**config.mk**
```make
export PLATFORM = sky130hd
export DESIGN_NAME = tcb_timer
export DESIGN_NICKNAME = d
export VERILOG_FILES = /design/src/hw/tcb_pkg.sv /design/src/hw/tcb_cap_filter.sv /design/src/hw/tcb_timer.sv
export SDC_FILE = /design/constraint.sdc
export NUM_CORES = 1
export LEC_CHECK = 0
export BUFFER_PORTS_ARGS = -buffer_cell sky130_fd_sc_hd__buf_4
export CORE_ASPECT_RATIO = 0.8
export CORE_MARGIN = 10
export CORE_UTILIZATION = 30
export CTS_CLUSTER_SIZE = 14
export DETAILED_ROUTE_END_ITERATION = 10
export PLACE_DENSITY = 0.52
export SYNTH_ARGS = -nofsm -noshare
export SYNTH_HDL_FRONTEND = slang
export SYNTH_SLANG_ARGS = --single-unit
```
**constraint.sdc**
```tcl
create_clock -name ref_clk -period 6.49 [get_ports ref_clk]
set_input_delay 0.3245 -clock ref_clk [delete_from_list [all_inputs] [get_ports ref_clk]]
set_output_delay 0.3245 -clock ref_clk [all_outputs]
set_load 0.03 [all_outputs]
```
**src/hw/tcb_pkg.sv**
```systemverilog
// shared constants, types and helpers for the capture and timebase block
package tcb_pkg;

  // register bus widths
  localparam int ADDR_W = 8;
  localparam int DATA_W = 32;

  // register offsets
  localparam logic [7:0] OFF_CAP_CTL = 8'h18;
  localparam logic [7:0] OFF_EN_POL = 8'h20;
  localparam logic [7:0] OFF_COUNT = 8'h24;
  localparam logic [7:0] OFF_DIVIDER = 8'h28;
  localparam logic [7:0] OFF_RELOAD = 8'h2C;
  localparam logic [7:0] OFF_REPEAT = 8'h30;
  localparam logic [7:0] OFF_CH0_VAL = 8'h34;
  localparam logic [7:0] OFF_CONFIG = 8'h3C;

  // values after reset
  localparam logic [31:0] RST_CAP_CTL = 32'h0000_0000;
  localparam logic [7:0] RST_EN_POL = 8'h00;
  localparam logic [15:0] RST_DIVIDER = 16'h0000;
  localparam logic [15:0] RST_RELOAD = 16'hFFFF;
  localparam logic [7:0] RST_REPEAT = 8'h00;
  localparam logic [15:0] RST_VALUE = 16'h0000;
  localparam logic [3:0] RST_FRAC = 4'h0;

  // writable bit masks, everything else is reserved
  localparam logic [31:0] CAP_CTL_MASK = 32'h4000_FFFF;
  localparam logic [31:0] ROLE0_MASK = 32'h4000_0003;
  localparam logic [31:0] ROLE1_MASK = 32'h0000_0300;
  localparam logic [7:0] EN_POL_MASK = 8'hBF;

  // capture control field positions
  localparam int ROLE0_LSB = 0;
  localparam int ROLE0_TOP = 30;
  localparam int DIV0_LSB = 2;
  localparam int FLT0_LSB = 4;
  localparam int ROLE1_LSB = 8;
  localparam int DIV1_LSB = 10;
  localparam int FLT1_LSB = 12;

  // enable and polarity bit positions
  localparam int CH0_EN_BIT = 0;
  localparam int CH0_POL_BIT = 1;
  localparam int MC0_EN_BIT = 2;
  localparam int MC0_POL_BIT = 3;
  localparam int CH1_EN_BIT = 4;
  localparam int CH1_POL_BIT = 5;
  localparam int MC1_POL_BIT = 7;

  // fraction nibble position in value words
  localparam int FRAC_LSB = 28;

  // channel role codes
  typedef enum logic [2:0] {
    ROLE_OUTPUT = 3'b000,
    ROLE_OWN_IN = 3'b001,
    ROLE_NEIGH_IN = 3'b010,
    ROLE_TRIG_IN = 3'b011,
    ROLE_MULTI_IN = 3'b100
  } tcb_role_t;

  localparam logic [1:0] MSEL_COMPLEMENT = 2'b11;
  localparam logic [1:0] PROTECTION_LEVEL_LEVEL_1 = 2'b10;
  localparam logic [1:0] PROTECTION_LEVEL_LEVEL_2 = 2'b11;

  // register port request
  typedef struct packed {
    logic [7:0] addr;
    logic [31:0] wdata;
    logic wr;
    logic rd;
  } tcb_bus_req_t;

  // configuration word, bit 7 downward
  typedef struct packed {
    logic [1:0] mode_sel;
    logic cnt_enable;
    logic shadow0;
    logic [1:0] protection_level;
    logic repeat_select;
    logic frac_enable;
  } tcb_cfg_t;

  localparam logic [7:0] RST_CONFIG = 8'h00;

  // filter length N for a filter code
  function automatic logic [3:0] filt_len(input logic [3:0] code);
    case (code)
      4'h0: filt_len = 4'h1;
      4'h1: filt_len = 4'h2;
      4'h2: filt_len = 4'h4;
      4'h4, 4'h6, 4'h8, 4'hB, 4'hE: filt_len = 4'h6;
      4'hA, 4'hD: filt_len = 4'h5;
      default: filt_len = 4'h8;
    endcase
  endfunction

  // sample period mask, as divider minus one, for a filter code
  function automatic logic [4:0] filt_div_mask(input logic [3:0] code);
    case (code)
      4'h4, 4'h5: filt_div_mask = 5'h01;
      4'h6, 4'h7: filt_div_mask = 5'h03;
      4'h8, 4'h9: filt_div_mask = 5'h07;
      4'hA, 4'hB, 4'hC: filt_div_mask = 5'h0F;
      4'hD, 4'hE, 4'hF: filt_div_mask = 5'h1F;
      default: filt_div_mask = 5'h00;
    endcase
  endfunction

  // edge divider terminal count mask
  function automatic logic [2:0] edge_div_mask(input logic [1:0] code);
    case (code)
      2'b01: edge_div_mask = 3'h1;
      2'b10: edge_div_mask = 3'h3;
      2'b11: edge_div_mask = 3'h7;
      default: edge_div_mask = 3'h0;
    endcase
  endfunction

  // edge qualify from polarity pair {multi, channel}
  function automatic logic edge_match(input logic [1:0] pol,
                                      input logic rise,
                                      input logic fall);
    case (pol)
      2'b01: edge_match = fall;
      2'b11: edge_match = rise | fall;
      default: edge_match = rise;
    endcase
  endfunction

endpackage

```
**src/hw/tcb_cap_filter.sv**
```systemverilog
// digital input filter with sampling divider and agreement counter
`timescale 1ns/1ps
`default_nettype none
module tcb_cap_filter (
  input wire logic ref_clk,
  input wire logic rst,
  input wire logic clk_en,
  input wire logic [3:0] flt_code,
  input wire logic sample_in,
  output logic filt_out
);

  logic [4:0] div_cnt_reg; // free running sample divider
  logic [3:0] agree_cnt_reg; // samples seen at the new level
  logic filt_reg; // filtered level
  logic [4:0] div_mask;
  logic [3:0] need_len;
  logic sample_tick;
  logic [3:0] agree_next;

  assign div_mask = tcb_pkg::filt_div_mask(flt_code);
  assign need_len = tcb_pkg::filt_len(flt_code);
  assign sample_tick = (div_cnt_reg & div_mask) == 5'h00;
  assign agree_next = agree_cnt_reg + 4'h1;
  assign filt_out = filt_reg;

  // divider; sample tick every 1, 2, 4, 8, 16 or 32 kernel clocks per the code
  always_ff @(posedge ref_clk or posedge rst)
  begin
    if (rst)
      div_cnt_reg <= 5'h00;
    else if (clk_en)
      div_cnt_reg <= div_cnt_reg + 5'h01;
  end

  // any disagreeing sample restarts the run, so glitches shorter than N samples never pass
  always_ff @(posedge ref_clk or posedge rst)
  begin
    if (rst)
    begin
      agree_cnt_reg <= 4'h0;
      filt_reg <= 1'b0;
    end
    else if (clk_en && sample_tick)
    begin
      if (sample_in == filt_reg)
        agree_cnt_reg <= 4'h0;
      else if (agree_next >= need_len)
      begin
        // level held for N samples
        filt_reg <= sample_in;
        agree_cnt_reg <= 4'h0;
      end
      else
        agree_cnt_reg <= agree_next;
    end
  end

endmodule
`default_nettype wire

```
**src/hw/tcb_timer.sv**
```systemverilog
// two channel capture, channel 0 compare, with prescaled, repeated timebase
//
// Strobed register access is this design's own decision.
`timescale 1ns/1ps
`default_nettype none
module tcb_timer (
  input wire logic ref_clk,
  input wire logic rst,
  input wire logic clk_en,
  input wire tcb_pkg::tcb_bus_req_t bus_req,
  output logic [31:0] bus_rdata,
  input wire logic chan0_raw_input,
  input wire logic chan1_raw_input,
  input wire logic multi_chan0_raw_input,
  input wire logic internal_trigger,
  input wire logic chan0_compare_ref,
  output logic chan0_output,
  output logic multi_chan0_output,
  output logic chan0_capture_pulse,
  output logic chan1_capture_pulse,
  output logic update_event_pulse,
  output logic [15:0] counter_value,
  output logic [19:0] chan0_compare_active
);

  // pin synchronisers, {multi0, ch1, ch0}
  logic [2:0] sync_a_reg;
  logic [2:0] sync_b_reg;

  // software visible storage
  logic [31:0] cap_ctl_reg; // capture control
  logic [7:0] en_pol_reg; // enables and polarities
  tcb_pkg::tcb_cfg_t cfg_reg; // block configuration
  logic [15:0] divider_reg; // counter clock divider preload
  logic [15:0] reload_reg; // reload integer part
  logic [3:0] reload_frac_reg; // reload fraction
  logic [7:0] repeat_reg; // repeat value 0
  logic [15:0] value_reg; // ch0 compare or capture value
  logic [3:0] value_frac_reg; // ch0 compare fraction

  // timebase state
  logic [15:0] divider_shadow_reg;
  logic [15:0] div_cnt_reg;
  logic [15:0] count_reg;
  logic [7:0] rep_cnt_reg;
  logic [19:0] cmp_active_reg;
  logic update_reg;

  // capture state
  logic src0_prev_reg;
  logic src1_prev_reg;
  logic [2:0] edge0_cnt_reg;
  logic [2:0] edge1_cnt_reg;
  logic cap0_reg;
  logic cap1_reg;
  logic out0_reg;
  logic mout0_reg;
  logic [31:0] rdata_reg;

  // field views
  tcb_pkg::tcb_role_t role0;
  logic [1:0] role1;
  logic ch0_en;
  logic ch0_pol;
  logic mc0_en;
  logic mc0_pol;
  logic ch1_en;
  logic ch1_pol;
  logic mc1_pol;
  logic ch0_is_out;
  logic ch1_is_out;

  assign role0 = tcb_pkg::tcb_role_t'({cap_ctl_reg[tcb_pkg::ROLE0_TOP],
    cap_ctl_reg[tcb_pkg::ROLE0_LSB +: 2]});
  assign role1 = cap_ctl_reg[tcb_pkg::ROLE1_LSB +: 2];
  assign ch0_en = en_pol_reg[tcb_pkg::CH0_EN_BIT];
  assign ch0_pol = en_pol_reg[tcb_pkg::CH0_POL_BIT];
  assign mc0_en = en_pol_reg[tcb_pkg::MC0_EN_BIT];
  assign mc0_pol = en_pol_reg[tcb_pkg::MC0_POL_BIT];
  assign ch1_en = en_pol_reg[tcb_pkg::CH1_EN_BIT];
  assign ch1_pol = en_pol_reg[tcb_pkg::CH1_POL_BIT];
  assign mc1_pol = en_pol_reg[tcb_pkg::MC1_POL_BIT];
  assign ch0_is_out = role0 == tcb_pkg::ROLE_OUTPUT;
  assign ch1_is_out = role1 == 2'b00;

  // write decode
  logic wr_cap;
  logic wr_enp;
  logic wr_div;
  logic wr_rel;
  logic wr_rep;
  logic wr_val;
  logic wr_cfg;
  assign wr_cap = bus_req.wr && bus_req.addr == tcb_pkg::OFF_CAP_CTL;
  assign wr_enp = bus_req.wr && bus_req.addr == tcb_pkg::OFF_EN_POL;
  assign wr_div = bus_req.wr && bus_req.addr == tcb_pkg::OFF_DIVIDER;
  assign wr_rel = bus_req.wr && bus_req.addr == tcb_pkg::OFF_RELOAD;
  assign wr_rep = bus_req.wr && bus_req.addr == tcb_pkg::OFF_REPEAT;
  assign wr_cfg = bus_req.wr && bus_req.addr == tcb_pkg::OFF_CONFIG;
  // capture owns the value in input mode, so software cannot write it
  assign wr_val = bus_req.wr && bus_req.addr == tcb_pkg::OFF_CH0_VAL
    && ch0_is_out;

  // role select only changes while its channel is idle
  logic [31:0] cap_wmask;
  logic [31:0] cap_ctl_next;
  assign cap_wmask = tcb_pkg::CAP_CTL_MASK
    & ~((ch0_en || mc0_en) ? tcb_pkg::ROLE0_MASK : 32'h0000_0000)
    & ~(ch1_en ? tcb_pkg::ROLE1_MASK : 32'h0000_0000);
  assign cap_ctl_next = (cap_ctl_reg & ~cap_wmask)
    | (bus_req.wdata & cap_wmask);

  // polarity bits locked at higher protection levels: multi 0 always, the rest only for output channels
  logic protection_level_high;
  logic [7:0] enp_lock;
  logic [7:0] enp_wmask;
  logic [7:0] en_pol_next;
  assign protection_level_high = cfg_reg.protection_level == tcb_pkg::PROTECTION_LEVEL_LEVEL_1
    || cfg_reg.protection_level == tcb_pkg::PROTECTION_LEVEL_LEVEL_2;
  assign enp_lock = (8'h01 << tcb_pkg::MC0_POL_BIT)
    | (ch0_is_out ? (8'h01 << tcb_pkg::CH0_POL_BIT) : 8'h00)
    | (ch1_is_out ? ((8'h01 << tcb_pkg::CH1_POL_BIT)
      | (8'h01 << tcb_pkg::MC1_POL_BIT)) : 8'h00);
  assign enp_wmask = tcb_pkg::EN_POL_MASK
    & ~(protection_level_high ? enp_lock : 8'h00);
  assign en_pol_next = (en_pol_reg & ~enp_wmask)
    | (bus_req.wdata[7:0] & enp_wmask);

  // timebase decode
  logic div_tick;
  logic overflow;
  logic rep_zero;
  logic update_evt;
  logic [7:0] rep_load;
  assign div_tick = cfg_reg.cnt_enable
    && div_cnt_reg == divider_shadow_reg;
  assign overflow = div_tick && count_reg == reload_reg;
  // with repeat select set the repeat value is bypassed
  assign rep_load = cfg_reg.repeat_select ? 8'h00 : repeat_reg;
  assign rep_zero = rep_cnt_reg == 8'h00;
  assign update_evt = overflow && rep_zero;

  // synchronise the pins before any logic looks at them
  always_ff @(posedge ref_clk or posedge rst)
  begin
    if (rst)
    begin
      sync_a_reg <= 3'b000;
      sync_b_reg <= 3'b000;
    end
    else if (clk_en)
    begin
      sync_a_reg <= {multi_chan0_raw_input, chan1_raw_input,
        chan0_raw_input};
      sync_b_reg <= sync_a_reg;
    end
  end

  // input filters; the multi input shares the channel 0 code
  logic [2:0] filt;
  logic [3:0] flt_code0;
  logic [3:0] flt_code1;
  assign flt_code0 = cap_ctl_reg[tcb_pkg::FLT0_LSB +: 4];
  assign flt_code1 = cap_ctl_reg[tcb_pkg::FLT1_LSB +: 4];

  tcb_cap_filter u_filt_ch0 (
    .ref_clk(ref_clk),
    .rst(rst),
    .clk_en(clk_en),
    .flt_code(flt_code0),
    .sample_in(sync_b_reg[0]),
    .filt_out(filt[0])
  );

  tcb_cap_filter u_filt_ch1 (
    .ref_clk(ref_clk),
    .rst(rst),
    .clk_en(clk_en),
    .flt_code(flt_code1),
    .sample_in(sync_b_reg[1]),
    .filt_out(filt[1])
  );

  tcb_cap_filter u_filt_mc0 (
    .ref_clk(ref_clk),
    .rst(rst),
    .clk_en(clk_en),
    .flt_code(flt_code0),
    .sample_in(sync_b_reg[2]),
    .filt_out(filt[2])
  );

  // channel 0 source by role
  logic src0;
  assign src0 = role0 == tcb_pkg::ROLE_OWN_IN ? filt[0] :
    role0 == tcb_pkg::ROLE_NEIGH_IN ? filt[1] :
    role0 == tcb_pkg::ROLE_TRIG_IN ? internal_trigger :
    role0 == tcb_pkg::ROLE_MULTI_IN ? filt[2] : 1'b0;

  // channel 1 source by role
  logic src1;
  assign src1 = role1 == 2'b01 ? filt[1] :
    role1 == 2'b10 ? filt[0] :
    role1 == 2'b11 ? internal_trigger : 1'b0;

  // edge qualify and divide
  logic edge0;
  logic edge1;
  logic cap0_en;
  logic [2:0] mask0;
  logic [2:0] mask1;
  logic cap0_hit;
  logic cap1_hit;
  assign edge0 = tcb_pkg::edge_match({mc0_pol, ch0_pol},
    src0 & ~src0_prev_reg, ~src0 & src0_prev_reg);
  assign edge1 = tcb_pkg::edge_match({mc1_pol, ch1_pol},
    src1 & ~src1_prev_reg, ~src1 & src1_prev_reg);
  // multi input source also needs its own enable
  assign cap0_en = !ch0_is_out && ch0_en
    && (role0 != tcb_pkg::ROLE_MULTI_IN || mc0_en);
  assign mask0 = tcb_pkg::edge_div_mask(
    cap_ctl_reg[tcb_pkg::DIV0_LSB +: 2]);
  assign mask1 = tcb_pkg::edge_div_mask(
    cap_ctl_reg[tcb_pkg::DIV1_LSB +: 2]);
  assign cap0_hit = cap0_en && edge0 && edge0_cnt_reg == mask0;
  assign cap1_hit = !ch1_is_out && ch1_en && edge1
    && edge1_cnt_reg == mask1;

  // edge dividers, cleared while their channel is disabled
  always_ff @(posedge ref_clk or posedge rst)
  begin
    if (rst)
    begin
      src0_prev_reg <= 1'b0;
      src1_prev_reg <= 1'b0;
      edge0_cnt_reg <= 3'h0;
      edge1_cnt_reg <= 3'h0;
    end
    else if (clk_en)
    begin
      src0_prev_reg <= src0;
      src1_prev_reg <= src1;
      if (!ch0_en)
        edge0_cnt_reg <= 3'h0;
      else if (cap0_en && edge0)
        edge0_cnt_reg <= cap0_hit ? 3'h0 : edge0_cnt_reg + 3'h1;
      if (!ch1_en)
        edge1_cnt_reg <= 3'h0;
      else if (!ch1_is_out && edge1)
        edge1_cnt_reg <= cap1_hit ? 3'h0 : edge1_cnt_reg + 3'h1;
    end
  end

  // control registers
  always_ff @(posedge ref_clk or posedge rst)
  begin
    if (rst)
    begin
      cap_ctl_reg <= tcb_pkg::RST_CAP_CTL;
      en_pol_reg <= tcb_pkg::RST_EN_POL;
      cfg_reg <= tcb_pkg::RST_CONFIG;
      divider_reg <= tcb_pkg::RST_DIVIDER;
      reload_reg <= tcb_pkg::RST_RELOAD;
      reload_frac_reg <= tcb_pkg::RST_FRAC;
      repeat_reg <= tcb_pkg::RST_REPEAT;
    end
    else if (clk_en)
    begin
      if (wr_cap)
        cap_ctl_reg <= cap_ctl_next;
      if (wr_enp)
        en_pol_reg <= en_pol_next;
      if (wr_cfg)
        cfg_reg <= tcb_pkg::tcb_cfg_t'(bus_req.wdata[7:0]);
      if (wr_div)
        divider_reg <= bus_req.wdata[15:0];
      if (wr_rel)
      begin
        reload_reg <= bus_req.wdata[15:0];
        reload_frac_reg <= bus_req.wdata[tcb_pkg::FRAC_LSB +: 4];
      end
      if (wr_rep)
        repeat_reg <= bus_req.wdata[7:0];
    end
  end

  // channel 0 value: software compare or captured count
  always_ff @(posedge ref_clk or posedge rst)
  begin
    if (rst)
    begin
      value_reg <= tcb_pkg::RST_VALUE;
      value_frac_reg <= tcb_pkg::RST_FRAC;
    end
    else if (clk_en)
    begin
      if (cap0_hit)
        value_reg <= count_reg;
      else if (wr_val)
      begin
        value_reg <= bus_req.wdata[15:0];
        value_frac_reg <= bus_req.wdata[tcb_pkg::FRAC_LSB +: 4];
      end
    end
  end

  // timebase: divider, counter, repetition and shadows
  always_ff @(posedge ref_clk or posedge rst)
  begin
    if (rst)
    begin
      divider_shadow_reg <= tcb_pkg::RST_DIVIDER;
      div_cnt_reg <= 16'h0000;
      count_reg <= 16'h0000;
      rep_cnt_reg <= 8'h00;
      cmp_active_reg <= 20'h00000;
      update_reg <= 1'b0;
    end
    else if (clk_en)
    begin
      update_reg <= update_evt;
      if (cfg_reg.cnt_enable)
        div_cnt_reg <= div_tick ? 16'h0000 : div_cnt_reg + 16'h0001;
      if (div_tick)
        count_reg <= overflow ? 16'h0000 : count_reg + 16'h0001;
      if (overflow)
        rep_cnt_reg <= rep_zero ? rep_load : rep_cnt_reg - 8'h01;
      if (update_evt)
        divider_shadow_reg <= divider_reg;
      // without shadow the compare copies the value register every cycle, one cycle after a write lands
      if (!cfg_reg.shadow0 || update_evt)
        cmp_active_reg <= {value_frac_reg, value_reg};
    end
  end

  // channel outputs; disabled means held low
  always_ff @(posedge ref_clk or posedge rst)
  begin
    if (rst)
    begin
      out0_reg <= 1'b0;
      mout0_reg <= 1'b0;
      cap0_reg <= 1'b0;
      cap1_reg <= 1'b0;
    end
    else if (clk_en)
    begin
      out0_reg <= ch0_is_out && ch0_en
        && (chan0_compare_ref ^ ch0_pol);
      mout0_reg <= ch0_is_out && mc0_en
        && cfg_reg.mode_sel == tcb_pkg::MSEL_COMPLEMENT
        && (chan0_compare_ref ^ mc0_pol);
      cap0_reg <= cap0_hit;
      cap1_reg <= cap1_hit;
    end
  end

  // read view; fraction nibbles show only in fractional mode
  logic [3:0] rel_frac_rd;
  logic [3:0] val_frac_rd;
  logic [31:0] rd_mux;
  assign rel_frac_rd = cfg_reg.frac_enable ? reload_frac_reg : 4'h0;
  assign val_frac_rd = (cfg_reg.frac_enable && ch0_is_out)
    ? value_frac_reg : 4'h0;
  assign rd_mux =
    bus_req.addr == tcb_pkg::OFF_CAP_CTL ? cap_ctl_reg :
    bus_req.addr == tcb_pkg::OFF_EN_POL ? {24'h000000, en_pol_reg} :
    bus_req.addr == tcb_pkg::OFF_COUNT ? {16'h0000, count_reg} :
    bus_req.addr == tcb_pkg::OFF_DIVIDER ? {16'h0000, divider_reg} :
    bus_req.addr == tcb_pkg::OFF_RELOAD ?
      {rel_frac_rd, 12'h000, reload_reg} :
    bus_req.addr == tcb_pkg::OFF_REPEAT ? {24'h000000, repeat_reg} :
    bus_req.addr == tcb_pkg::OFF_CH0_VAL ?
      {val_frac_rd, 12'h000, value_reg} :
    bus_req.addr == tcb_pkg::OFF_CONFIG ? {24'h000000, cfg_reg} :
    32'h0000_0000;

  // read data stands only in the cycle after the strobe
  always_ff @(posedge ref_clk or posedge rst)
  begin
    if (rst)
      rdata_reg <= 32'h0000_0000;
    else if (clk_en)
      rdata_reg <= bus_req.rd ? rd_mux : 32'h0000_0000;
  end

  assign bus_rdata = rdata_reg;
  assign chan0_output = out0_reg;
  assign multi_chan0_output = mout0_reg;
  assign chan0_capture_pulse = cap0_reg;
  assign chan1_capture_pulse = cap1_reg;
  assign update_event_pulse = update_reg;
  assign counter_value = count_reg;
  assign chan0_compare_active = cmp_active_reg;

endmodule
`default_nettype wire
```
==> qor.csv, run 1 <==
stage,metric,value,unit
floorplanning,Die X,251,µm
critical_path,CP Data Required Time,6890,ps
synthesis,"Avg Cell Area, Syn",11.0,µm²
synthesis,"Seq/Total Area, Yosys",0.474,
worst_hold_path,Hold Path Depth,2,
clocking,CTS Buf Count,26,
sta,Final Slew Violations,0,
routing,Vias/cell,5.26,
finish,"commonest non-fill, non-tap cell in the layout",dfrtp_1,
worst_hold_path,end of the worst hold path,sync_a_reg[1]$_DFFE_PP0P_,
clocking,clock sink count,241,
critical_path,CP max stage delay,470,ps
routing,post-DR wirelength/cell,20.9,µm
floorplanning,full die area,51300,µm²
critical_path,CP bufs+invs,2,
global_routing,Total Routing Usage GR,0.143,
clocking,CTS tree,built,
clocking,post-cts sizing count,0,
critical_path,"delay-heaviest family, CP",compound AO/OA/AOI/OAI gates,
finish,share of cells above drive strength 1,0.257,
synthesis,count of warnings emitted by yosys,0,
worst_hold_path,Hold Path Origin,chan1_raw_input,
critical_path,Critical Path AT,3800,ps
global_routing,first-pass GRT wire length,58600,µm
finish,most frequent cells in the layout,"dfrtp_1 (225), mux2_2 (108), buf_4 (107)",
sta,Slew Limit Headroom,0.185,
critical_path,worst setup path category,reg2reg,
finish,diode count,0,
sta,RSZ-0062 raised after global routing,false,
sta,hold slack,22.3,ps
routing,"antenna viol nets, final",0,
placed_design,GPL Wtd Cong,0.825,
global_routing,number of antenna violations at the first check in global routing,1,
routing,DRC,0,
synthesis,ys flop type,dfrtp_1,
sta,Slew @ Worst Pin,1210,ps
placed_design,number of I/O port buffers,98,
clocking,Clock Tree Root,clkbuf_16,
synthesis,Synth Cell Area,12800,µm²
critical_path,R2R cell count,11,
global_routing,vias in the first global route,9378,
critical_path,R2R Setup Slk,3090,ps
global_routing,largest net degree at the start of global routing,163,
power,maximum VDD drop,0.000167,V
clocking,"Clk Latency, worst-skew pair",550,ps
clocking,maximum clock path buffer count,3,
power,LEAKAGE,6.73,nW
floorplanning,I/O pin count,123,
sta,TNS Setup,0,ps
global_routing,GRT overflow,0,
finish,fin nets,1331,
synthesis,number of synthesized flops with an enable pin,0,
floorplanning,Die H,205,µm
run_status,status,"complete, no violations",
critical_path,Reg2Reg Capture Point,value_reg[3]$_DFFE_PP0P_,
floorplanning,core region area,42000,µm²
job,max-cap violations,0,
synthesis,Post-Synthesis Cells,1163,
routing,Routed WL,37900,µm
synthesis,Post-synth ARST share,1.00,
routing,Iteration-0 DRC Markers,698,
synthesis,Yosys reg bits,241,
worst_hold_path,Hold Crit Class,in2reg,
critical_path,slowest CP cell,a211oi_1,
sta,Finish-stage setup viols,0,
power,power per cell area,244,nW/µm²
critical_path,Crit. End Element,flip-flop,
clocking,CTS H-tree depth,1,
routing,DR pass1 iterations,5,
critical_path,"critical path fanouts, max",17,
sta,Final Critical Period,3400,ps
sta,final hold viol count,0,
floorplanning,Std-Cell Rows,67,
critical_path,"Cell Chain, Critical Path","mux2_2, a31oi_1, inv_1, ha_1, nand2_1, o21ai_0, a211oi_1, nor3b_2, buf_4, o21ai_2, o2bb2ai_1",
sta,skew final,10.1,ps
synthesis,synth unique cells,76,
clocking,"CTS clk-pin slew, worst paths",60,ps
critical_path,Startpoint Class,flip-flop,
finish,synthesis-to-finish area growth,16.2,%
routing,total number of vias,9544,
sta,period utilization,0.524,
floorplanning,Initial Util,0.304,
sta,FMAX,294,MHz
placed_design,DP HPWL,27300,µm
==> power breakdown <==
part,internal [mW],leakage (nW),switching (mW),total (mW)
clock,0.874,0.418,0.630,1.50
combinational,0.178,3.10,0.227,0.406
sequential,1.60,3.22,0.110,1.71
==> synth_stat cells, types with 3 or more instances <==
cell / number / share of area
a21o_1: 6 / 0.0035
ha_1: 37 / 0.036
o31ai_1: 8 / 0.0047
or3_1: 7 / 0.0034
and4_1: 5 / 0.0034
a2bb2oi_1: 3 / 0.0021
buf_4: 12 / 0.0071
nand4_1: 21 / 0.010
mux2_4: 30 / 0.035
nor2b_1: 4 / 0.0020
a41oi_1: 3 / 0.0021
mux2_2: 108 / 0.095
mux2i_1: 12 / 0.0094
dfrtp_1: 225 / 0.44
xor2_1: 18 / 0.012
buf_2: 11 / 0.0043
a21oi_1: 64 / 0.025
or2_2: 4 / 0.0020
buf_1: 5 / 0.0015
and3_1: 15 / 0.0073
nand3_1: 35 / 0.014
dfstp_2: 16 / 0.033
nand3b_1: 5 / 0.0029
o2bb2ai_1: 24 / 0.016
o21bai_1: 8 / 0.0047
a31oi_1: 5 / 0.0024
o22ai_1: 10 / 0.0049
nand2_1: 66 / 0.019
o221ai_1: 6 / 0.0041
xnor2_1: 53 / 0.036
a221o_1: 11 / 0.0086
clkbuf_1: 36 / 0.011
inv_1: 39 / 0.011
a22o_1: 4 / 0.0027
a22oi_1: 27 / 0.016
a211oi_1: 16 / 0.0094
and2_1: 9 / 0.0044
o21ai_0: 51 / 0.020
nor2_1: 69 / 0.020
nor3_1: 21 / 0.0082
nand2b_1: 6 / 0.0029
a211o_1: 3 / 0.0021
==> kinds of logic (layout without fill, tap and decap cells) <==
family	Yosys count	count (layout)	synth area share
XOR/XNOR	71	71	0.0487
flip-flops	241	241	0.474
other	1	12	0.000294
buffers and inverters	108	197	0.0401
AO/OA/AOI/OAI	265	265	0.141
AND/OR/NAND/NOR	290	290	0.120
multiplexers	150	150	0.140
adder cells (fa/ha/maj)	37	37	0.0362
==> timing repair <==
item / in CTS / in global routing
hold buffers: 2 / 0
setup endpoints to repair: 0 / 0
hold endpoints to repair: 12 / 0
setup buffers: 0 / 0
==> metrics by stage <==
step	util	std cells	total power [mW]	instance area [µm²]	setup WS (ps)
3_3_place_gp	0.333	1766	2.13	14000	3160
5_1_grt	0.353	1815	3.78	14800	2750
6_report	0.353	1815	3.62	14800	3090
4_1_cts	0.353	1815	3.65	14800	3110
2_1_floorplan	-	1174	2.00	12800	3020
3_5_place_dp	0.333	1766	2.14	14000	3130
==> layer usage <==
metal / GRT usage / vias up / routed length (µm)
met2: 0.213 / 270 / 16200
met5: 0 / - / 13
met1: 0.214 / 4838 / 18800
met3: 0.0278 / 38 / 2350
met4: 0.0215 / 2 / 511
li1: - / 4396 / -
==> final cells by class <==
class                           instances  area (µm²)
Fill cell                            4180       27200
Multi-Input combinational cell        825        6260
Sequential cell                       241        6050
Timing Repair Buffer                  110         843
Clock buffer                           37         743
Tap cell                              552         691
Inverter                               40         154
Clock inverter                         10         103
==> worst register-to-register path: cells and delay by family, from the launching register on <==
| kind | cells | cell delay [ps] |
|---|---|---|
| compound gates | 5 | 1470 |
| buf+inv | 2 | 380 |
| mux | 1 | 360 |
| fa+ha+maj | 1 | 280 |
| flops | 1 | 450 |
| simple gates | 2 | 340 |
==> how the worst max path moves through the flow <==
stage	start	endpoint	slack, ps	cells past startpoint
after global routing	flip-flop	value_reg[3]$_DFFE_PP0P_	2750	11
final	flip-flop	value_reg[3]$_DFFE_PP0P_	3090	11
after floorplan	rst	async pin	3020	1
after CTS	flip-flop	value_reg[3]$_DFFE_PP0P_	3110	11
after detailed placement	flip-flop	value_reg[3]$_DFFE_PP0P_	3130	11
after global placement	flip-flop	value_reg[0]$_DFFE_PP0P_	3160	11
(Power assumes the default switching activity.)
==> run 2: changes to the inputs <==
==> constraint.sdc (replaced) <==
create_clock -name ref_clk -period 2.76 [get_ports ref_clk]
set_input_delay 0.138 -clock ref_clk [delete_from_list [all_inputs] [get_ports ref_clk]]
set_output_delay 0.138 -clock ref_clk [all_outputs]
set_load 0.03 [all_outputs]
==> run 2 against run 1 <==
Against the previous run:
- sequential power increased by 130%
- worst hold slack improved by 67 ps
- cell count increased by 4.7%
- non-clock buffer count increased by 80
- wire length increased by 4.5%
- total power increased by 140%
- critical endpoint is now value_reg[15]$_DFFE_PP0P_
- largest cell class unchanged
- largest power group unchanged
==> qor.csv, run 2 (same netlist as run 1, synthesis figures left out) <==
stage,metric,value,unit,change
routing,DRC,0,,unchanged
floorplanning,Die X,251,µm,unchanged
sta,TNS Setup,0,ps,unchanged
worst_hold_path,Hold Path Origin,clk_en,,
placed_design,number of I/O port buffers,98,,unchanged
power,LEAKAGE,7.17,nW,+6.4%
clocking,Clock Tree Root,clkbuf_16,,
placed_design,dpl cells,1820,,+3.1%
critical_path,Critical Path AT,3050,ps,-750 ps
worst_hold_path,Hold Crit Class,in2reg,,
power,power per cell area,551,nW/µm²,+130%
sta,FMAX,380,MHz,+29%
sta,period utilization,0.954,,+0.430
finish,synthesis-to-finish area growth,22.6,%,
routing,Routed WL,39700,µm,+4.5%
critical_path,"Cell Chain, Critical Path","mux2_2, a31oi_2, inv_1, ha_1, nand2_1, o21ai_0, a211oi_2, nor3b_4, buf_12, o21ai_4, buf_12, o2bb2ai_1",,
critical_path,R2R Setup Slk,130,ps,-2960 ps
sta,skew final,19.5,ps,+9.38 ps
finish,final instance area,15700,µm²,+5.5%
power,sw frac,0.276,,+0.00886
finish,share of cells above drive strength 1,0.289,,+0.0315
routing,total number of vias,9735,,+2.0%
placed_design,GPL Wtd Cong,0.865,,+4.7%
run_status,status,"complete, no violations",,
finish,Layout fillers,4166,,-0.33%
global_routing,number of antenna violations at the first check in global routing,0,,-1
placed_design,DP HPWL,29800,µm,+9.4%
critical_path,slowest CP cell,dfrtp_1,,
global_routing,largest net degree at the start of global routing,62,,-62%
sta,Slew Limit Headroom,0.480,,+0.295
power,clock power share,0.413,,-0.003
routing,Vias/cell,5.12,,-2.6%
critical_path,CP max stage delay,350,ps,-120 ps
job,max-cap violations,0,,unchanged
clocking,maximum clock path buffer count,3,,unchanged
power,sw power,2.39,mW,+150%
clocking,"CTS clk-pin slew, worst paths",60,ps,about the same
critical_path,worst setup path category,reg2reg,,
finish,most frequent cells in the layout,"dfrtp_1 (225), buf_4 (156), mux2_2 (108)",,
finish,fin nets,1413,,+6.2%
finish,Post-Layout Cell Count,1900,,+4.7%
clocking,clock sink count,241,,unchanged
global_routing,vias in the first global route,9671,,+3.1%
power,Reg power frac,0.462,,-0.010
floorplanning,full die area,51300,µm²,unchanged
critical_path,Startpoint Class,flip-flop,,
floorplanning,Std-Cell Rows,67,,unchanged
worst_hold_path,Hold Path Depth,2,,unchanged
floorplanning,Die H,205,µm,unchanged
routing,"antenna viol nets, final",0,,unchanged
clocking,CTS H-tree depth,1,,unchanged
global_routing,first-pass GRT wire length,60700,µm,+3.6%
sta,Final Slew Violations,0,,unchanged
sta,final hold viol count,0,,unchanged
critical_path,CP Data Required Time,3180,ps,-3710 ps
clocking,CTS Buf Count,28,,+7.7%
floorplanning,I/O pin count,123,,unchanged
placed_design,Post-DP Area,14400,µm²,+3.4%
clocking,"Clk Latency, worst-skew pair",570,ps,+20 ps
critical_path,Crit. End Element,flip-flop,,
floorplanning,core region area,42000,µm²,unchanged
sta,Final Critical Period,2630,ps,-766 ps
finish,"commonest non-fill, non-tap cell in the layout",dfrtp_1,,
global_routing,Total Routing Usage GR,0.150,,+0.00627
power,Comb power frac,0.124,,+0.012
critical_path,Reg2Reg Capture Point,value_reg[15]$_DFFE_PP0P_,,
clocking,CTS tree,built,,
power,maximum VDD drop,0.000414,V,+150%
critical_path,R2R cell count,12,,+1
critical_path,"critical path fanouts, max",16,,-1
floorplanning,Initial Util,0.304,,unchanged
routing,post-DR wirelength/cell,20.9,µm,-0.17%
sta,Slew @ Worst Pin,761,ps,-445 ps
sta,Finish-stage setup viols,0,,unchanged
worst_hold_path,end of the worst hold path,chan0_capture_pulse$_DFFE_PP0P_,,
power,P_int,6.25,mW,+140%
routing,Iteration-0 DRC Markers,797,,+14%
critical_path,CP dominant cell by count,buf_12,,
routing,DR pass1 iterations,5,,unchanged
global_routing,GRT overflow,0,,unchanged
run 2: worst max-delay path by stage:
stage | from | to | slack, ps | cells after the start
after CTS | flip-flop | value_reg[15]$_DFFE_PP0P_ | 30 | 10
after floorplan | rst | async pin | -530 | 1
after global routing | flip-flop | value_reg[15]$_DFFE_PP0P_ | -20 | 12
final | flip-flop | value_reg[15]$_DFFE_PP0P_ | 130 | 12
after detailed placement | flip-flop | value_reg[15]$_DFFE_PP0P_ | 60 | 10
after global placement | flip-flop | value_reg[11]$_DFFE_PP0P_ | 60 | 10
run 2: power groups by stage:
stage	sequential, mW	clock (mW)	combinational (mW)
3_3_place_gp	4.04	0	1.02
6_report	3.99	3.57	1.07
3_5_place_dp	4.05	0	1.05
2_1_floorplan	4.01	0	0.695
5_1_grt	4.02	3.79	1.21
4_1_cts	3.99	3.64	1.08
run 2: per-layer routing:
layer	track usage	wire length [µm]	up-vias
met5	0	0	-
met1	0.220	19700	4883
met3	0.0298	2160	45
met4	0.0311	731	0
met2	0.222	17000	246
li1	-	-	4561
run 2: layout make-up:
| type | count | area (µm²) | area share |
|---|---|---|---|
| Tap cell | 552 | 691 | 0.0441 |
| Inverter | 40 | 154 | 0.00983 |
| Clock buffer | 39 | 793 | 0.0507 |
| Timing Repair Buffer | 190 | 1610 | 0.103 |
| Clock inverter | 12 | 73.8 | 0.00472 |
| Multi-Input combinational cell | 825 | 6280 | 0.401 |
| Antenna cell | 1 | 2.50 | 0.000160 |
| Sequential cell | 241 | 6050 | 0.387 |
run 2: metrics by stage:
stage | power [mW] | util | hold WS, ps | worst slack [ps]
4_1_cts | 8.70 | 0.371 | 71.1 | 33.9
6_report | 8.63 | 0.373 | 88.9 | 126
2_1_floorplan | 4.70 | - | 288 | -527
3_5_place_dp | 5.09 | 0.344 | 303 | 55.4
5_1_grt | 9.02 | 0.373 | 79.4 | -15.7
3_3_place_gp | 5.07 | 0.344 | 295 | 56.7
run 2: timing repair:
item,CTS,global route
endpoints found under the setup margin,0,18
endpoints found under the hold margin,118,0
resized for setup,0,6
buffers inserted,0,2
hold buffers,25,0
run 2: critical path: cells and delay by family, from the launching register on:
kind            cells  cell delay, ps
flops               1             350
mux                 1             340
fa+ha+maj           1             280
simple gates        2             320
compound gates      5             790
buf+inv             3             390
==> run 3: changes to the inputs <==
==> constraint.sdc (replaced) <==
create_clock -name ref_clk -period 2.76 [get_ports ref_clk]
set_input_delay 0.552 -clock ref_clk [delete_from_list [all_inputs] [get_ports ref_clk]]
set_output_delay 0.552 -clock ref_clk [all_outputs]
set_load 0.03 [all_outputs]
==> run 3 against run 2 <==
Against the previous run:
- global-route usage is essentially flat
- worst hold slack gained 130 ps
- flip-flop and latch count is the same
- largest power group unchanged
- via count grew 1.2%
- worst setup slack gained 36 ps
- core utilization shrank 0.095 points
- sequential power is essentially flat
- clock skew shrank 0.64 ps
- first-iteration DRC count grew 3.8%
- total power grew 1.4%
- critical path depth shrank 1
==> qor.csv, run 3 (same netlist as run 1, synthesis figures left out) <==
stage,metric,value,unit,change
sta,Finish-stage setup viols,0,,unchanged
finish,Multi-input gate area,6290,µm²,+0.16%
power,P_int,6.42,mW,+2.8%
run_status,status,"complete, no violations",,
routing,Iteration-0 DRC Markers,827,,+3.8%
global_routing,largest net degree at the start of global routing,50,,-19%
power,total power,8.75,mW,+1.4%
critical_path,worst setup path category,reg2reg,,
global_routing,number of antenna violations at the first check in global routing,1,,+1
clocking,maximum clock path buffer count,3,,unchanged
finish,"commonest non-fill, non-tap cell in the layout",dfrtp_1,,
clocking,post-cts sizing count,0,,unchanged
finish,share of cells above drive strength 1,0.306,,+0.0176
critical_path,Reg2Reg Capture Point,u_filt_ch0.agree_cnt_reg[2]$_DFFE_PP0P_,,
power,clock power share,0.420,,+0.007
sta,Final Slew Violations,0,,unchanged
global_routing,GRT overflow,0,,unchanged
critical_path,Crit. End Element,flip-flop,,
critical_path,"critical path fanouts, max",5,,-11
power,maximum VDD drop,0.000403,V,-2.7%
finish,synthesis-to-finish area growth,22.2,%,
sta,worst setup margin,162,ps,+36.0 ps
placed_design,Post-DP Area,14700,µm²,+1.5%
placed_design,DP HPWL,29700,µm,-0.50%
clocking,CTS H-tree depth,1,,unchanged
clocking,CTS tree,built,,
placed_design,dpl cells,1838,,+0.99%
sta,period utilization,0.941,,-0.0131
floorplanning,Die H,205,µm,unchanged
sta,skew final,18.8,ps,-0.644 ps
floorplanning,full die area,51300,µm²,unchanged
finish,most frequent cells in the layout,"dfrtp_1 (224), buf_4 (165), mux2_2 (108)",,
clocking,Clock Tree Root,clkbuf_16,,
clocking,clock sink count,241,,unchanged
clocking,"Clk Latency, worst-skew pair",550,ps,-20 ps
sta,FMAX,385,MHz,+1.4%
global_routing,Total Routing Usage GR,0.150,,about the same
global_routing,vias in the first global route,9750,,+0.82%
placed_design,number of I/O port buffers,98,,unchanged
power,Reg power frac,0.456,,-0.006
clocking,"CTS clk-pin slew, worst paths",60,ps,about the same
power,power per cell area,561,nW/µm²,+1.7%
critical_path,"Cell Chain, Critical Path","inv_1, ha_1, mux2_2, a22o_1, ha_1, nand2b_1, a21oi_1, o21ai_1, nor2_2, and4_1, a311o_1",,
critical_path,"delay-heaviest family, CP",compound AO/OA/AOI/OAI gates,,
worst_hold_path,Hold Crit Class,in2async,,
critical_path,slowest CP cell,dfrtp_1,,
floorplanning,Initial Util,0.304,,unchanged
critical_path,R2R cell count,11,,-1
sta,Slew Limit Headroom,0.391,,-0.0888
critical_path,Crit Reg-Reg Startpoint,cap_ctl_reg[5]$_DFFE_PP0P_,,
clocking,CTS hold repair buffers,0,,-100%
finish,final core utilization,0.372,,-0.000953
floorplanning,Std-Cell Rows,67,,unchanged
critical_path,CP bufs+invs,1,,-2
power,sw frac,0.266,,-0.0100
job,max-cap violations,0,,unchanged
floorplanning,I/O pin count,123,,unchanged
sta,TNS Setup,0,ps,unchanged
power,LEAKAGE,7.18,nW,+0.17%
placed_design,GPL Wtd Cong,0.877,,+1.4%
sta,Slew @ Worst Pin,912,ps,+151 ps
routing,DR pass1 iterations,5,,unchanged
sta,Final Critical Period,2600,ps,-36.0 ps
finish,Layout fillers,4123,,-1.0%
critical_path,R2R Setup Slk,160,ps,+40 ps
critical_path,Startpoint Class,flip-flop,,
routing,total number of vias,9853,,+1.2%
critical_path,CP Data Required Time,3190,ps,about the same
sta,final hold viol count,0,,unchanged
critical_path,CP max stage delay,440,ps,+90 ps
sta,hold slack,216,ps,+127 ps
routing,DRC,0,,unchanged
finish,Reg area,6050,µm²,about the same
global_routing,first-pass GRT wire length,61000,µm,+0.49%
power,sw power,2.33,mW,-2.3%
floorplanning,core region area,42000,µm²,unchanged
finish,Post-Layout Cell Count,1887,,-0.68%
routing,Vias/cell,5.22,,+1.9%
routing,Routed WL,39400,µm,-0.57%
power,Comb power frac,0.124,,about the same
sta,RSZ-0062 raised after global routing,false,,
routing,"antenna viol nets, final",0,,unchanged
placed_design,Placement Setup Slack,-118,ps,-173 ps
finish,diode count,0,,-1
clocking,"Setup Fix Bufs, Post-CTS",0,,unchanged
critical_path,Critical Path AT,3030,ps,-20 ps
critical_path,CP dominant cell by count,ha_1,,
floorplanning,Die X,251,µm,unchanged
finish,fin nets,1402,,-0.78%
routing,post-DR wirelength/cell,20.9,µm,+0.11%
finish,final instance area,15600,µm²,-0.26%
clocking,CTS Buf Count,27,,-3.6%
-- run 3: cell count changes in the layout (fill, tap and decap cells not counted), sizes merged --
cell / delta
inv: -1
bufinv: +1
clkinv: -4
buf: +16
dlygate4sd3: -25
diode: -1
clkbuf: +3
clkinvlp: -2
-- run 3: cell type report --
cell class / count / share of cell area
clock buffer: 43 / 0.0542
clock inverter: 6 / 0.00369
inverter: 40 / 0.00986
multi-input combinational: 825 / 0.403
sequential: 241 / 0.388
tap: 552 / 0.0442
timing repair buffer: 180 / 0.0974
-- run 3: worst max-delay path by stage --
stage,from,endpoint,depth (start not counted)
final,cap_ctl_reg[5]$_DFFE_PP0P_,u_filt_ch0.agree_cnt_reg[2]$_DFFE_PP0P_,11
after global routing,cap_ctl_reg[5]$_DFFE_PP0P_,u_filt_ch0.agree_cnt_reg[2]$_DFFE_PP0P_,11
after CTS,cap_ctl_reg[5]$_DFFE_PP0P_,u_filt_mc0.agree_cnt_reg[2]$_DFFE_PP0P_,11
after detailed placement,internal_trigger,value_reg[9]$_DFFE_PP0P_,13
after global placement,internal_trigger,value_reg[12]$_DFFE_PP0P_,13
after floorplan,rst,async pin,1
-- run 3: power by group through the flow --
stage | Sequential [mW] | Clock [mW] | Combinational (mW)
final | 4.00 | 3.67 | 1.08
after global routing | 4.03 | 3.91 | 1.23
after CTS | 4.00 | 3.76 | 1.08
after detailed placement | 4.06 | 0 | 1.08
after global placement | 4.05 | 0 | 1.05
after floorplan | 4.01 | 0 | 0.695
-- run 3: metal layers --
| layer | vias up | GRT usage | wire length [µm] |
|---|---|---|---|
| li1 | 4533 | - | - |
| met3 | 52 | 0.0264 | 2240 |
| met5 | - | 0 | 13 |
| met2 | 280 | 0.228 | 17500 |
| met4 | 2 | 0.0275 | 637 |
| met1 | 4986 | 0.219 | 19000 |
